[src/shared/cst_timing_consts.vh]
// Timing constants for the camera sync timing block
`ifndef CST_TIMING_CONSTS_VH
`define CST_TIMING_CONSTS_VH

// ***********************************************************
// Clock and time bases
// ***********************************************************
`define CST_SYS_KHZ 200000
`define CST_PIX_KHZ 29500
`define CST_LINE_NS 43050
`define CST_LINE_CYC (`CST_LINE_NS * (`CST_SYS_KHZ / 1000) / 1000)
// Pixel enable is a phase accumulator: add 59, wrap at 400 (29.5 / 200)
`define CST_PIX_INC 9'h03B
`define CST_PIX_MOD 9'h190
`define CST_PIX_HALF 9'h0C8
// Phase window of about 100 pixel clocks, as sys_clk cycles (rounded down)
`define CST_PHASE_PIX 100
`define CST_PHASE_CYC (`CST_PHASE_PIX * `CST_SYS_KHZ / `CST_PIX_KHZ)
// Loss of external sync: two missing lines or two missing full frames
`define CST_HLOSS_CYC (2 * `CST_LINE_CYC)
`define CST_VLOSS_LINES 1592

// ***********************************************************
// Horizontal geometry in pixels
// ***********************************************************
`define CST_H_START 11'h0C8
`define CST_H_ACTIVE 11'h400

// ***********************************************************
// Vertical geometry in lines
// ***********************************************************
`define CST_FULL_TOTAL 10'h31C
`define CST_FULL_START 10'h00E
`define CST_FULL_LINES 10'h300
`define CST_P40_TOTAL 10'h244
`define CST_P40_START 10'h019
`define CST_P40_LINES 10'h21E
`define CST_P42_TOTAL 10'h229
`define CST_P42_START 10'h01B
`define CST_P42_LINES 10'h200
`define CST_P50_TOTAL 10'h1D1
`define CST_P50_START 10'h021
`define CST_P50_LINES 10'h19C
`define CST_P60_TOTAL 10'h183
`define CST_P60_START 10'h027
`define CST_P60_LINES 10'h142
`define CST_P70_TOTAL 10'h14C
`define CST_P70_START 10'h02B
`define CST_P70_LINES 10'h103
`define CST_P80_TOTAL 10'h122
`define CST_P80_START 10'h02E
`define CST_P80_LINES 10'h0D3
`define CST_P90_TOTAL 10'h102
`define CST_P90_START 10'h030
`define CST_P90_LINES 10'h0AF

// ***********************************************************
// Operating modes and vertical restart delay
// ***********************************************************
`define CST_MODE_NORMAL 2'h0
`define CST_MODE_RESTART 2'h1
`define CST_MODE_TRIGGER 2'h2
`define CST_RESTART_LINES 2'h2

`endif

[src/rtl/cst_pin_sync.v]
// Two-stage synchroniser with edge pulses for pin inputs
`timescale 1ns/1ps

module cst_pin_sync #(
   parameter WIDTH = 6
) (
   input wire sysClk, // System clock
   input wire resetn, // Asynchronous reset, active low
   input wire [WIDTH-1:0] pinIn, // Raw pin levels
   output wire [WIDTH-1:0] level, // Synchronised levels
   output wire [WIDTH-1:0] fallPulse, // One-cycle pulse on a falling edge
   output wire [WIDTH-1:0] risePulse // One-cycle pulse on a rising edge
);

   reg [WIDTH-1:0] meta_r; // First stage, read by second stage only
   reg [WIDTH-1:0] sync_r; // Second stage
   reg [WIDTH-1:0] prev_r; // Delayed copy for edge finding

   // ***********************************************************
   // Synchroniser chain
   // ***********************************************************
   // Resets high so idle-high sync lines raise no false edge
   always @(posedge sysClk or negedge resetn) begin
      if (!resetn) begin
         meta_r <= {WIDTH{1'b1}};
         sync_r <= {WIDTH{1'b1}};
         prev_r <= {WIDTH{1'b1}};
      end else begin
         meta_r <= pinIn;
         sync_r <= meta_r;
         prev_r <= sync_r;
      end
   end

   assign level = sync_r;
   assign fallPulse = prev_r & ~sync_r;
   assign risePulse = ~prev_r & sync_r;

endmodule // cst_pin_sync

[src/rtl/cst_sync_timing.v]
// Line and frame timing with external sync alignment for an RGB camera
`timescale 1ns/1ps
`include "cst_timing_consts.vh"

// What this block does
// - Restart and trigger: output frame 2H later
// - Normal mode uses only falling sync edges
// - Restart any time if horizontal phase holds
// - Active image 1024 pixels by 768 lines
// - Internal line 23.229 kHz, frame 29.18 Hz
// - Frame, line, data valid high, pixel clock
// - Eight bits each of red, green, blue
// - Partial scan at 40 to 90 fps
// - Switch to external sync automatically
// - Select low partial, high full frame
module cst_sync_timing #(
   parameter LINE_CYC = `CST_LINE_CYC, // sys_clk cycles per line
   parameter HLOSS_CYC = `CST_HLOSS_CYC, // Horizontal loss timeout
   parameter VLOSS_LINES = `CST_VLOSS_LINES // Vertical loss timeout in lines
) (
   input wire sysClk, // 200 MHz system clock
   input wire resetn, // Asynchronous reset, active low
   input wire extHsyncN, // External horizontal sync pin, active low
   input wire extVsyncN, // External vertical sync pin, active low
   input wire trigger, // External trigger pin, active high
   input wire fullScanSel, // Pin: high full frame, low partial
   input wire [1:0] opMode, // Pin strap: normal, restart, trigger
   input wire [2:0] rateSel, // Partial rate 0..6 = 40,42,50,60,70,80,90
   input wire [7:0] sensorRed, // Sensor red sample, same clock
   input wire [7:0] sensorGreen, // Sensor green sample, same clock
   input wire [7:0] sensorBlue, // Sensor blue sample, same clock
   output reg pixClk, // Pixel clock out
   output reg frameValid, // Frame valid, active high
   output reg lineValid, // Line valid, active high
   output reg dataValid, // Data valid, one pulse per pixel
   output reg [7:0] redOut, // Red pixel data
   output reg [7:0] greenOut, // Green pixel data
   output reg [7:0] blueOut, // Blue pixel data
   output reg extHsyncLock, // External horizontal sync in use
   output reg extVsyncLock // External vertical sync in use
);

   // ***********************************************************
   // Pin synchronisers
   // ***********************************************************
   wire [5:0] pinLevel; // Synchronised pin levels
   wire [5:0] pinFall; // Falling edge pulses
   wire [5:0] pinRise; // Rising edge pulses

   cst_pin_sync #(.WIDTH(6)) uPinSync (
      .sysClk(sysClk),
      .resetn(resetn),
      .pinIn({opMode, fullScanSel, trigger, extVsyncN, extHsyncN}),
      .level(pinLevel),
      .fallPulse(pinFall),
      .risePulse(pinRise)
   );

   wire hFall = pinFall[0]; // Only the falling edge is a reference
   wire vFall = pinFall[1];
   wire trigRise = pinRise[2]; // Trigger start
   wire fullSel = pinLevel[3];
   wire [1:0] mode = pinLevel[5:4]; // Operating mode
   wire restartMode = (mode == `CST_MODE_RESTART) || (mode == `CST_MODE_TRIGGER);

   // ***********************************************************
   // Vertical geometry lookup
   // ***********************************************************
   reg [9:0] vTotal; // Lines per frame
   reg [9:0] vStart; // First active line
   reg [9:0] vLines; // Active lines

   // Partial rates each have their own vertical timing
   always @* begin
      vTotal = `CST_FULL_TOTAL; // Full frame 768 lines at 29.18 Hz
      vStart = `CST_FULL_START;
      vLines = `CST_FULL_LINES;
      if (!fullSel) begin
         case (rateSel)
            3'h0: begin
               vTotal = `CST_P40_TOTAL; vStart = `CST_P40_START; vLines = `CST_P40_LINES;
            end
            3'h1: begin
               vTotal = `CST_P42_TOTAL; vStart = `CST_P42_START; vLines = `CST_P42_LINES;
            end
            3'h2: begin
               vTotal = `CST_P50_TOTAL; vStart = `CST_P50_START; vLines = `CST_P50_LINES;
            end
            3'h3: begin
               vTotal = `CST_P60_TOTAL; vStart = `CST_P60_START; vLines = `CST_P60_LINES;
            end
            3'h4: begin
               vTotal = `CST_P70_TOTAL; vStart = `CST_P70_START; vLines = `CST_P70_LINES;
            end
            3'h5: begin
               vTotal = `CST_P80_TOTAL; vStart = `CST_P80_START; vLines = `CST_P80_LINES;
            end
            3'h6: begin
               vTotal = `CST_P90_TOTAL; vStart = `CST_P90_START; vLines = `CST_P90_LINES;
            end
            default: begin
               // Unused code falls back to full frame
               vTotal = `CST_FULL_TOTAL; vStart = `CST_FULL_START; vLines = `CST_FULL_LINES;
            end
         endcase
      end
   end

   // ***********************************************************
   // Horizontal counter and sync presence
   // ***********************************************************
   reg [13:0] hCnt_r; // Position in line, sys_clk cycles
   reg [14:0] hLossCnt_r; // Cycles since last external hsync edge
   wire hAlign = hFall && extHsyncLock; // Restart line on external edge
   // While locked the internal end waits about 1.5% longer, so a slow external
   // line inside the allowed tolerance never splits into two short lines
   wire [13:0] lineLast = extHsyncLock ?
                          LINE_CYC[13:0] + {6'h00, LINE_CYC[13:6]} - 14'h0001 :
                          LINE_CYC[13:0] - 14'h0001;
   wire lineEnd = (hCnt_r == lineLast);
   wire lineStart = lineEnd || hAlign; // New line begins next cycle

   // Internal line is 8610 cycles = 23.229 kHz; external edge overrides
   always @(posedge sysClk or negedge resetn) begin
      if (!resetn) begin
         hCnt_r <= 14'h0000;
      end else if (lineStart) begin
         hCnt_r <= 14'h0000;
      end else begin
         hCnt_r <= hCnt_r + 14'h0001;
      end
   end

   // Two edges within the window lock on; silence drops back to internal
   always @(posedge sysClk or negedge resetn) begin
      if (!resetn) begin
         hLossCnt_r <= HLOSS_CYC[14:0];
         extHsyncLock <= 1'b0;
      end else if (hFall) begin
         hLossCnt_r <= 15'h0000;
         extHsyncLock <= (hLossCnt_r < HLOSS_CYC[14:0]);
      end else if (hLossCnt_r < HLOSS_CYC[14:0]) begin
         hLossCnt_r <= hLossCnt_r + 15'h0001;
      end else begin
         extHsyncLock <= 1'b0; // Timed out: internal timing
      end
   end

   // Vertical edge near the line reference counts as in phase
   wire phaseOk = (hCnt_r < `CST_PHASE_CYC) ||
                  (hCnt_r >= LINE_CYC[13:0] - `CST_PHASE_CYC);

   // ***********************************************************
   // Pixel enable and pixel counter
   // ***********************************************************
   reg [8:0] pixAcc_r; // Phase accumulator for 29.5 MHz
   reg [10:0] pxCnt_r; // Pixel index within line
   wire [8:0] pixSum = pixAcc_r + `CST_PIX_INC;
   wire pixEn = (pixSum >= `CST_PIX_MOD) && !lineStart; // One pixel step

   // Accumulator restarts with each line so pixels keep a fixed phase
   always @(posedge sysClk or negedge resetn) begin
      if (!resetn) begin
         pixAcc_r <= 9'h000;
         pxCnt_r <= 11'h000;
         pixClk <= 1'b0;
      end else if (lineStart) begin
         // Restart in the low half so the pixel clock never shows a runt low pulse
         pixAcc_r <= `CST_PIX_HALF;
         pxCnt_r <= 11'h000;
         pixClk <= 1'b0;
      end else begin
         pixAcc_r <= pixEn ? pixSum - `CST_PIX_MOD : pixSum;
         if (pixEn) begin
            pxCnt_r <= pxCnt_r + 11'h001;
         end
         pixClk <= (pixAcc_r < `CST_PIX_HALF); // Pixel clock out
      end
   end

   // ***********************************************************
   // Vertical counter, external alignment and restart
   // ***********************************************************
   reg [9:0] vCnt_r; // Line within frame
   reg frameRun_r; // Frame being output
   reg vAlignPend_r; // Normal mode: restart frame at next line
   reg [1:0] armCnt_r; // Restart: lines left before frame start
   reg [10:0] vLossCnt_r; // Lines since last vertical edge

   // Restart request: vertical edge in phase, or trigger in trigger mode
   wire restartReq = (mode == `CST_MODE_RESTART) ? (vFall && phaseOk) :
                     (mode == `CST_MODE_TRIGGER) ? trigRise : 1'b0;
   wire armFire = lineStart && (armCnt_r == 2'h1); // 2H after the request

   // Frame counter: free run in normal mode, one shot in restart modes
   always @(posedge sysClk or negedge resetn) begin
      if (!resetn) begin
         vCnt_r <= 10'h000;
         frameRun_r <= 1'b1;
         vAlignPend_r <= 1'b0;
         armCnt_r <= 2'h0;
      end else begin
         if (restartReq) begin
            armCnt_r <= `CST_RESTART_LINES;
         end else if (lineStart && armCnt_r != 2'h0) begin
            armCnt_r <= armCnt_r - 2'h1;
         end
         if (!restartMode && vFall) begin
            vAlignPend_r <= 1'b1; // Normal mode uses the falling edge
         end else if (lineStart) begin
            vAlignPend_r <= 1'b0;
         end
         if (lineStart) begin
            if (armFire && !restartReq) begin
               vCnt_r <= 10'h000; // Output vertical sync 2H after request
               frameRun_r <= 1'b1;
            end else if (vAlignPend_r) begin
               vCnt_r <= 10'h000; // Frame locked to external vertical edge
               frameRun_r <= 1'b1;
            end else if (vCnt_r >= vTotal - 10'h001) begin
               vCnt_r <= 10'h000;
               frameRun_r <= !restartMode; // Restart modes wait for next request
            end else begin
               vCnt_r <= vCnt_r + 10'h001;
            end
         end
      end
   end

   // Vertical presence in lines; no edge for two full frames means internal
   always @(posedge sysClk or negedge resetn) begin
      if (!resetn) begin
         vLossCnt_r <= VLOSS_LINES[10:0];
         extVsyncLock <= 1'b0;
      end else if (vFall) begin
         vLossCnt_r <= 11'h000;
         extVsyncLock <= (vLossCnt_r < VLOSS_LINES[10:0]);
      end else if (lineStart && vLossCnt_r < VLOSS_LINES[10:0]) begin
         vLossCnt_r <= vLossCnt_r + 11'h001;
      end else if (vLossCnt_r >= VLOSS_LINES[10:0]) begin
         extVsyncLock <= 1'b0;
      end
   end

   // ***********************************************************
   // Valid strobes and pixel data
   // ***********************************************************
   wire frameAct = frameRun_r && (vCnt_r >= vStart) && (vCnt_r < vStart + vLines);
   wire lineAct = (pxCnt_r >= `CST_H_START) &&
                  (pxCnt_r < `CST_H_START + `CST_H_ACTIVE); // 1024 pixels

   // Strobes active high, data registered per pixel step
   always @(posedge sysClk or negedge resetn) begin
      if (!resetn) begin
         frameValid <= 1'b0;
         lineValid <= 1'b0;
         dataValid <= 1'b0;
         redOut <= 8'h00;
         greenOut <= 8'h00;
         blueOut <= 8'h00;
      end else begin
         frameValid <= frameAct;
         lineValid <= frameAct && lineAct;
         dataValid <= frameAct && lineAct && pixEn;
         if (frameAct && lineAct && pixEn) begin
            redOut <= sensorRed;
            greenOut <= sensorGreen;
            blueOut <= sensorBlue;
         end
      end
   end

endmodule // cst_sync_timing

[config.mk]
export PLATFORM = sky130hd
export DESIGN_NAME = cst_sync_timing
export DESIGN_NICKNAME = d
export VERILOG_FILES = /design/src/rtl/cst_pin_sync.v /design/src/rtl/cst_sync_timing.v
export VERILOG_INCLUDE_DIRS = /design/src /design/src/shared
export SDC_FILE = /design/constraint.sdc
export NUM_CORES = 1
export LEC_CHECK = 0
export BUFFER_PORTS_ARGS = -buffer_cell sky130_fd_sc_hd__buf_4
export CORE_MARGIN = 2
export CORE_UTILIZATION = 60
export DETAILED_ROUTE_END_ITERATION = 10
export GPL_ROUTABILITY_DRIVEN = 0
export GPL_TIMING_DRIVEN = 0
export HOLD_SLACK_MARGIN = 0.06
export PLACE_DENSITY = 0.8
export REMOVE_ABC_BUFFERS = 1
export SYNTH_ARGS = -nofsm -noshare
export SYNTH_HDL_FRONTEND = slang
export SYNTH_SLANG_ARGS = --single-unit
[constraint.sdc]
create_clock -name sysClk -period 5.8 [get_ports sysClk]
set_clock_uncertainty 0.15 [all_clocks]
set_input_delay 0 -clock sysClk [delete_from_list [all_inputs] [get_ports sysClk]]
set_output_delay 0 -clock sysClk [all_outputs]
set_load 0.02 [all_outputs]
---- Word level (Yosys, flattened, before mapping) ----
Cells that the tools add are included.
word-level totals
  bits in registers ....................... 119
  bits of input ports ..................... 35
  output and inout bits ................... 30
  logic and storage cells ................. 123
operators by class
  $add $sub $neg .......................... 10
  magnitude comparators ................... 12
  eq/ne operators ......................... 12
  multiplexer cells ....................... 34
  bitwise gates (word level) .............. 4
  reduce and logical (&&, ||, !) cells .... 30
operators with widths
  kind                                                                                   count
  10-bit case mux with 7 select lines                                                    2
  10-bit 2-to-1 mux                                                                      6
  11-bit 2-to-1 mux                                                                      4
  6-bit case mux with 7 select lines                                                     1
  15-bit 2-to-1 mux                                                                      2
  11-bit by 1-bit adder with 11-bit output, second input constant                        2
  11-bit < comparator, second input constant                                             2
  10-bit greater-or-equal comparator                                                     2
  9-bit 2-to-1 mux                                                                       2
  15-bit by 1-bit adder with 15-bit output, second input constant                        1
  15-bit < comparator, second input constant                                             1
  14-bit by 1-bit adder with 14-bit output, second input constant                        1
  14-bit == test                                                                         1
  14-bit by 13-bit greater-or-equal comparator with 1-bit output, second input constant  1
  14-bit by 10-bit < comparator with 1-bit output, second input constant                 1
  14-bit 2-to-1 mux                                                                      1
  2-bit nonzero test                                                                     7
  1-bit logical AND                                                                      13
  1-bit 2-to-1 mux                                                                       13
  11-bit greater-or-equal comparator, second input constant                              1
  11-bit by 8-bit greater-or-equal comparator with 1-bit output, second input constant   1
  10-bit by 1-bit adder with 10-bit output, second input constant                        1
  10-bit adder                                                                           1
  10-bit < comparator                                                                    1
  other kinds (23)                                                                       34

---- Longest topological paths before layout ----
Gate-level depths: netlist of run 1.
  word-level depth ........................ 8
  gate-level depth with buffers ........... 22
  depth with buffers taken out ............ 19

---- Cells and area by module ----
A second synthesis of run 1 with hierarchy kept.
unflattened totals
  cells, all modules ...................... 697
  area, all modules ....................... 6,929.1 um^2
by module, submodules not included
  module           times used  cells each  area each (um^2)  seq. area each (um^2)
  cst_sync_timing  1           667         6,351.1           2,616.3
  cst_pin_sync     1           30          578.1             473.0

---- Worst setup path after synthesis of run 1 ----
Ideal clock, no wire load.
  path type ............................... register to register
  from .................................... register uPinSync.sync_r[3], in the netlist uPinSync.level[3]
  to ...................................... register blueOut[5]
  setup time .............................. 125 ps
  arrival time ............................ 3,986 ps
  data required time ...................... 5,525 ps
  path slack .............................. 1,539 ps
  cell stages (with the launch flop) ...... 22
  path buffers ............................ 4
  clock period less this slack ............ 4,261 ps
  path through ............................ dfstp_2 > clkbuf_1 > clkbuf_1 > a21oi_1 > ha_1 > inv_1 > fa_1 > nor2b_1 > o21ai_0 > a21oi_1 > o21ai_0 > nand2_1 > xnor2_1 > ha_1 > o211ai_1 > o21ai_0 > nand3_1 > o211ai_1 > or4b_1 > buf_6 > buf_6 > mux2_4
on the way
  longest elaborated chain between the ends .. 6
  elaborated cells between the ends (all ways) .. 9
  classes of those cells .................. add/sub: 1; order compare: 2; mux: 2; reduce/logical: 4
ends and longest elaborated chain
  element                                                             RTL line               source
  start, declared                                                     cst_pin_sync.v:16      reg [WIDTH-1:0] sync_r;
  start signal, assigned                                              cst_pin_sync.v:26      sync_r <= {WIDTH{1'b1}};
  start signal, assigned                                              cst_pin_sync.v:30      sync_r <= meta_r;
  6-bit 2-to-1 mux or 10-bit 2-to-1 mux (tied branches)               cst_sync_timing.v:78   if (!fullSel) begin
  10-bit adder or 10-bit greater-or-equal comparator (tied branches)  cst_sync_timing.v:248  wire frameAct = frameRun_r && (vCnt_r >= vStart) && (vCnt_r < vStart + vLines);
  10-bit < comparator or 1-bit logical AND (tied branches)            cst_sync_timing.v:248
  1-bit logical AND *                                                 cst_sync_timing.v:248
  1-bit logical AND * (2 in series)                                   cst_sync_timing.v:265  if (frameAct && lineAct && pixEn) begin
  end signal, assigned                                                cst_sync_timing.v:268  blueOut <= sensorBlue;
  end, declared                                                       cst_sync_timing.v:38   output reg [7:0] blueOut,
Mark *: on every way between the ends. The rest lies on a longest branch, timed or not.
A chain may end at the register's enable or synchronous reset.

---- Worst setup path in the final report of run 1 ----
  from .................................... register uPinSync.sync_r[3], in the netlist uPinSync.level[3]
  to ...................................... register greenOut[3]
on the way
  longest elaborated chain between the ends .. 6
  elaborated cells between the ends (all ways) .. 9
  classes of those cells .................. add/sub: 1; order compare: 2; mux: 2; reduce/logical: 4
ends and longest elaborated chain
  element                                                             RTL line               source
  6-bit 2-to-1 mux or 10-bit 2-to-1 mux (tied branches)               cst_sync_timing.v:78
  10-bit adder or 10-bit greater-or-equal comparator (tied branches)  cst_sync_timing.v:248
  10-bit < comparator or 1-bit logical AND (tied branches)            cst_sync_timing.v:248
  1-bit logical AND *                                                 cst_sync_timing.v:248
  1-bit logical AND * (2 in series)                                   cst_sync_timing.v:265
  end signal, assigned                                                cst_sync_timing.v:267  greenOut <= sensorGreen;
  end, declared                                                       cst_sync_timing.v:37   output reg [7:0] greenOut,
Marked as above.

==> results of run 1 <==
==> power breakdown <==
group | internal [mW] | switching, mW | total, mW
logic | 0.343 | 0.437 | 0.780
clock network | 0.733 | 0.403 | 1.14
registers | 0.948 | 0.172 | 1.12
total | 2.02 | 1.01 | 3.04
==> placed cells by master, fill, tap and decap left out, drive strengths merged, types with 8 or more instances in the layout <==
| master | Yosys | final |
|---|---|---|
| and2 | 9 | 9 |
| mux2 | 25 | 25 |
| dfrtp | 93 | 93 |
| nand2 | 55 | 55 |
| a211oi | 12 | 12 |
| nand3 | 31 | 31 |
| nor3 | 13 | 13 |
| nor2 | 59 | 59 |
| ha | 49 | 49 |
| buf | 8 | 66 |
| o211ai | 13 | 13 |
| dlygate4sd3 | 0 | 33 |
| nor2b | 9 | 9 |
| dfstp | 26 | 26 |
| xnor2 | 23 | 23 |
| inv | 43 | 45 |
| o21ai | 21 | 21 |
| nor4 | 8 | 8 |
| nand4 | 11 | 11 |
| clkbuf | 25 | 18 |
| or3 | 8 | 8 |
| xor2 | 25 | 25 |
| and3 | 10 | 10 |
| a21oi | 35 | 35 |
==> cell type report <==
cell class                      instances  area [um2]  area share
Timing Repair Buffer                   99         853       0.101
Inverter                               43         161      0.0190
Clock inverter                         14         199      0.0234
Sequential cell                       119        3010       0.355
Multi-Input combinational cell        513        3650       0.430
Tap cell                              143         179      0.0211
Clock buffer                           18         439      0.0517
==> synth_stat cells (9+ instances only) <==
cell type / count / area [um2]
ha_1: 49 / 613
and2_1: 9 / 56.3
xor2_1: 25 / 219
nand2_1: 55 / 206
o211ai_1: 13 / 97.6
o21ai_0: 20 / 100
nand4_1: 11 / 68.8
a21oi_1: 35 / 175
clkbuf_1: 25 / 93.8
xnor2_1: 23 / 201
dfstp_2: 26 / 683
nand3_1: 31 / 155
dfrtp_1: 93 / 2330
a211oi_1: 12 / 90.1
inv_1: 43 / 161
mux2_4: 19 / 285
nor2b_1: 9 / 56.3
and3_1: 10 / 62.6
nor2_1: 59 / 221
nor3_1: 13 / 65.1
==> final timing paths <==
path	slack (ns)	endpoint	cells after the start
worst min register to register	0.21	uPinSync.level[3]$_DFF_PN1_	0
max in group asynchronous	3.86	blueOut[7]$_DFFE_PN0P_	4
worst max-delay path	0.60	greenOut[3]$_DFFE_PN0P_	16
worst min-delay path	0.07	uPinSync.meta_r[5]$_DFF_PN1_	2
worst max register to register	0.60	greenOut[3]$_DFFE_PN0P_	16
min in group asynchronous	0.56	pxCnt_r[10]$_DFFE_PN0P_	4
==> stage by stage <==
step,power [mW],instances
floorplan,1.62,675
global placement,1.80,882
detailed placement,1.86,884
CTS,3.02,949
global route,3.21,949
finish,3.04,949
==> cells by family after synthesis <==
kind of cell,Yosys count
DFF,119
adders and majority gates,51
AOI/OAI and AO/OA,137
xor gates and xnor gates,48
buffers and inverters,76
and+or+nand+nor,250
muxes,27
==> sequential cells by signal (all words and copies together) (netlist names), 2 cells and up <==
register and cells:
vCnt_r 10, greenOut 8, vLossCnt_r 11, uPinSync.meta_r 6
redOut 8, hCnt_r 14, uPinSync.prev_r 3, armCnt_r 2
pixAcc_r 9, hLossCnt_r 15, blueOut 8, uPinSync.level 6
pxCnt_r 11
==> critical path, cell delays in order, from the launching register on <==
cell and delay (ns):
dfstp_2 0.46, a211oi_1 0.50, inv_1 0.11, ha_1 0.31, a21o_1 0.18, a21oi_1 0.25, o21a_1 0.17, o21ai_0 0.13
mux2i_1 0.14, o21bai_1 0.18, ha_1 0.28, a21oi_1 0.20, o21ai_0 0.14, nand3_1 0.10, o211ai_1 0.23, or4b_2 1.08
mux2_4 0.44
==> per-layer routing <==
| layer | vias up | track usage | part of all wire | wire length (um) |
|---|---|---|---|---|
| met5 | - | 0 | 0 | 0 |
| met4 | 0 | 0.109 | 0.028 | 487 |
| met3 | 50 | 0.0670 | 0.046 | 790 |
| met2 | 188 | 0.508 | 0.53 | 9050 |
| met1 | 2862 | 0.326 | 0.40 | 6840 |
| li1 | 2692 | - | - | - |
==> what timing repair did <==
action / 4_1_cts / 5_1_grt
endpoints found under the setup margin: 0 / 1
hold endpoints to repair: 149 / 0
hold buffers: 33 / 0
resized for setup: 0 / 1
==> run_results.csv, run 1 <==
group,metric,value,unit
run_status,outcome,"completed",
grt,grtUsageTotal,0.283,
yosys,ys_ff_latch,119,
worst_setup_path,r2r-start,"uPinSync.level[3]$_DFF_PN1_",
place,pre_cts_slack,0.468,ns
finish,drive_above_1_share,0.201,
sta,fin_tns_setup,0,ns
route,dr.pass1.iters,5,
place,dp.final_hpwl,10.3,mm
sta,rsz0062_at_grt,"false",
floorplanning,core_area,11400,um2
route,drc_errors,0,
finish,syn2layout_area_growth,22.0,%
grt,antenna_found_initial,0,
yosys,synth_area_per_cell,9.83,um2
cts,cts_setup_buffers,0,
route,antenna_left,0,
yosys,synth_top_family_by_area,"simple AND/OR/NAND/NOR gates",
power,p_per_area,358,nW/um2
sta,max_freq,0.192,GHz
sta,hold_violations,0,
finish,final_cell_area,8490,um2
floorplanning,num_rows,39,
finish,antenna_cells,0,
place,io_buffers,64,
sta,layout_min_cycle_time,5.20,ns
yosys,synth_cell_type_count,65,
cts,clock_latency,0.42,ns
min_path,hold_path.class,"input pin to register",
worst_setup_path,critPathRequiredTime,5.95,ns
yosys,ys_warn_count,0,
yosys,synthCells,708,
worst_setup_path,arrival,5.35,ns
route,dr_total_vias,5792,
grt,globalRouteOverflowTotal,0,
cts,htreeDepth,4,
floorplanning,dieArea,12500,um2
cts,cts_root_buf,"clkbuf_16",
sta,worst_slack,0.605,ns
sta,max-slew-margin-rel,0.147,
min_path,min-delay-start,"opMode[1]",
yosys,synth-xor-area-share,0.0604,
grt,grt_pass1_vias,5862,
power,leakagePower,3.94,nW
sta,worst_pin_slew,1.27,ns
yosys,syn-cell-area,6960,um2
run,drv_cap,0,
cts,clockBufferDepth,2,
cts,cts_tree,"yes",
route,drt_iter0_drc,434,
floorplanning,dieHeight,112,um
floorplanning,start_util,0.612,
route,wl,17.2,mm
yosys,yosysSeqAreaShare,0.432,
route,viasPerCell,6.10,
place,place_area,7520,um2
yosys,synth_compound_area_frac,0.132,
yosys,yosys_most_used_dff,"dfrtp_1",
worst_setup_path,crit_start,"uPinSync.level[3]$_DFF_PN1_",
cts,path_clk_slew,0.06,ns
power,ir_drop,0.225,mV
finish,finish.utilization,0.747,
yosys,synth_edf_count,0,
sta,slew_viol_final,0,
finish,fill_cells,733,
yosys,synth_async_sr_flop_share,1.00,
sta,finalSetupViolCount,0,
floorplanning,io_pins,65,
worst_setup_path,crit_type,"register to register",
yosys,synth.area.mux_share,0.0536,
yosys,synth_fa_ha_area_frac,0.0924,
finish,final_nets,878,
floorplanning,die_x,112,um
grt,grt_max_degree,103,
yosys,yosys.area_share.simple,0.185,
sta,timing.hold.ws,0.0671,ns
sta,period_share,0.896,
cts,cts_buffers,17,
worst_setup_path,critPathLaunchType,"register",
cts,cts.sinks,119,
worst_setup_path,cp_max_fo,25,
grt,grt_pass1_wl,28.4,mm
worst_setup_path,endpoint_kind,"register",
route,wire_per_inst,18.1,um
Note: power is estimated with default switching activity, not from simulation.
==> run 2: changes to the inputs <==
Settings changed: CORE_UTILIZATION 60 to 31, HOLD_SLACK_MARGIN 0.06 to 0.15, PLACE_DENSITY 0.8 to unset.
==> run 2 against run 1 <==
  * Routed wire length fell by 14%
  * Clock-buffer cell count increased by 2
  * Sequential power is essentially flat
  * Largest cell class unchanged
  * Largest power group is now registers
==> run_results.csv, run 2 (synthesized netlist as in run 1, its figures left out) <==
group,metric,value,unit
run_status,outcome,"completed",
route,viasPerCell,4.94,
power,power.total,2.93,mW
grt,globalRouteOverflowTotal,0,
cts,cts.sinks,119,
cts,path_clk_slew,0.06,ns
power,leakagePower,3.96,nW
worst_setup_path,cp_max_fo,25,
route,wl,14.8,mm
route,drc_errors,0,
sta,finalSetupViolCount,0,
worst_setup_path,critPathLaunchType,"register",
route,wire_per_inst,13.6,um
sta,layout_min_cycle_time,5.13,ns
worst_setup_path,critPathRequiredTime,5.94,ns
sta,slew_viol_final,0,
place,io_buffers,64,
run,drv_cap,0,
grt,grt_pass1_wl,25.9,mm
worst_setup_path,crit_type,"register to register",
power,ir_drop,0.206,mV
cts,cts_hold_buf,39,
floorplanning,io_pins,65,
worst_setup_path,endpoint_kind,"register",
place,place_area,7720,um2
finish,final_nets,885,
sta,worst_pin_slew,1.28,ns
finish,finish.utilization,0.397,
sta,max_freq,0.195,GHz
floorplanning,num_rows,54,
cts,postCtsResizedCells,0,
grt,grt_pass1_vias,5445,
finish,top_register,"hLossCnt_r",
sta,max-slew-margin-rel,0.139,
min_path,hold_path.class,"register to register",
sta,timing.hold.ws,0.205,ns
place,dp.final_hpwl,9.74,mm
cts,htreeDepth,4,
finish,largest_reg_flops,15,
min_path,whs_path_depth,0,
sta,hold_violations,0,
floorplanning,start_util,0.317,
cts,clock_latency,0.41,ns
finish,layout_commonest_cell,"dfrtp_1",
cts,cts_tree,"yes",
floorplanning,dieArea,23700,um2
cts,cts_root_buf,"clkbuf_16",
floorplanning,die_x,154,um
cts,clockBufferDepth,2,
sta,period_share,0.885,
grt,grt_max_degree,78,
finish,final_cell_area,8720,um2
finish,final_cell_mix,"93 x dfrtp_1, 63 x buf_4, 59 x nor2_1",
worst_setup_path,crit_path_top_delay_cell,"or4b_2",
sta,rsz0062_at_grt,"false",
worst_setup_path,arrival,5.27,ns
cts,cts_buffers,17,
floorplanning,core_area,22000,um2
cts,cts_setup_buffers,0,
route,drt_iter0_drc,243,
finish,drive_above_1_share,0.199,
sta,fin_tns_setup,0,ns
grt,grtUsageTotal,0.131,
finish,multi_input_area,3650,um2
finish,top_regs,"hLossCnt_r: 15 flops, hCnt_r: 14 flops",
route,antenna_left,0,
finish,antenna_cells,0,
floorplanning,dieHeight,154,um
finish,regArea,3010,um2
power,p_per_area,336,nW/um2
worst_setup_path,cp_slowest_stage_delay,1.09,ns
worst_setup_path,reg2reg_depth,16,
grt,antenna_found_initial,0,
finish,fill_cells,2091,
worst_setup_path,crit_chain,"a211oi_1, inv_1, ha_1, a21o_1, a21oi_1, o21a_1, o21ai_0, mux2i_1, o21bai_1, ha_1, a21oi_1, o21ai_0, nand3_1, o211ai_1, or4b_2, mux2_4",
finish,syn2layout_area_growth,25.2,%
route,dr.pass1.iters,5,
route,dr_total_vias,5402,
==> run 2: cell types whose count changed in the layout (fill, tap and decap cells not counted), sizes merged <==
cell / delta
buf: +2
bufinv: -1
clkbuf: +2
clkinv: +1
dlygate4sd3: +5
inv: -2
==> run 2: worst paths after layout <==
path | startpoint | to | slack [ns]
worst min-delay path | uPinSync.meta_r[0]$_DFF_PN1_ | uPinSync.level[0]$_DFF_PN1_ | 0.20
worst min register to register | uPinSync.meta_r[0]$_DFF_PN1_ | uPinSync.level[0]$_DFF_PN1_ | 0.20
worst max-delay path | uPinSync.level[3]$_DFF_PN1_ | redOut[4]$_DFFE_PN0P_ | 0.67
worst max register to register | uPinSync.level[3]$_DFF_PN1_ | redOut[4]$_DFFE_PN0P_ | 0.67
max in group asynchronous | resetn | hLossCnt_r[14]$_DFFE_PN1P_ | 4.55
min in group asynchronous | resetn | uPinSync.meta_r[1]$_DFF_PN1_ | 0.52
==> run 2: routing by layer <==
metal / up-vias / share of wire / GRT usage
met5: - / 0 / 0
met4: 0 / 0.015 / 0.0378
met3: 19 / 0.043 / 0.0330
met2: 99 / 0.46 / 0.214
met1: 2581 / 0.48 / 0.173
li1: 2703 / - / -
==> run 2: power breakdown <==
part | internal [mW] | switching [mW]
clock | 0.685 | 0.382
combinational | 0.343 | 0.401
sequential | 0.948 | 0.169
==> run 2: layout make-up <==
cell class | count | area share
multi-input combinational | 513 | 0.419
tap | 280 | 0.0402
sequential | 119 | 0.345
timing repair buffer | 106 | 0.109
clock inverter | 12 | 0.0175
inverter | 43 | 0.0185
clock buffer | 20 | 0.0512
==> run 2: worst max-delay path, delay by kind of cell (launching register included) <==
family	cells	cell delay (ns)
compound gates	9	1.92
fa+ha+maj	2	0.59
buf+inv	1	0.10
flops	1	0.46
mux	2	0.60
simple gates	2	1.18
==> run 2: through the flow <==
step,setup slack (ns),cells
floorplan,1.39,675
global placement,0.479,1019
detailed placement,0.460,1022
CTS,0.446,1093
global route,0.313,1093
finish,0.668,1093
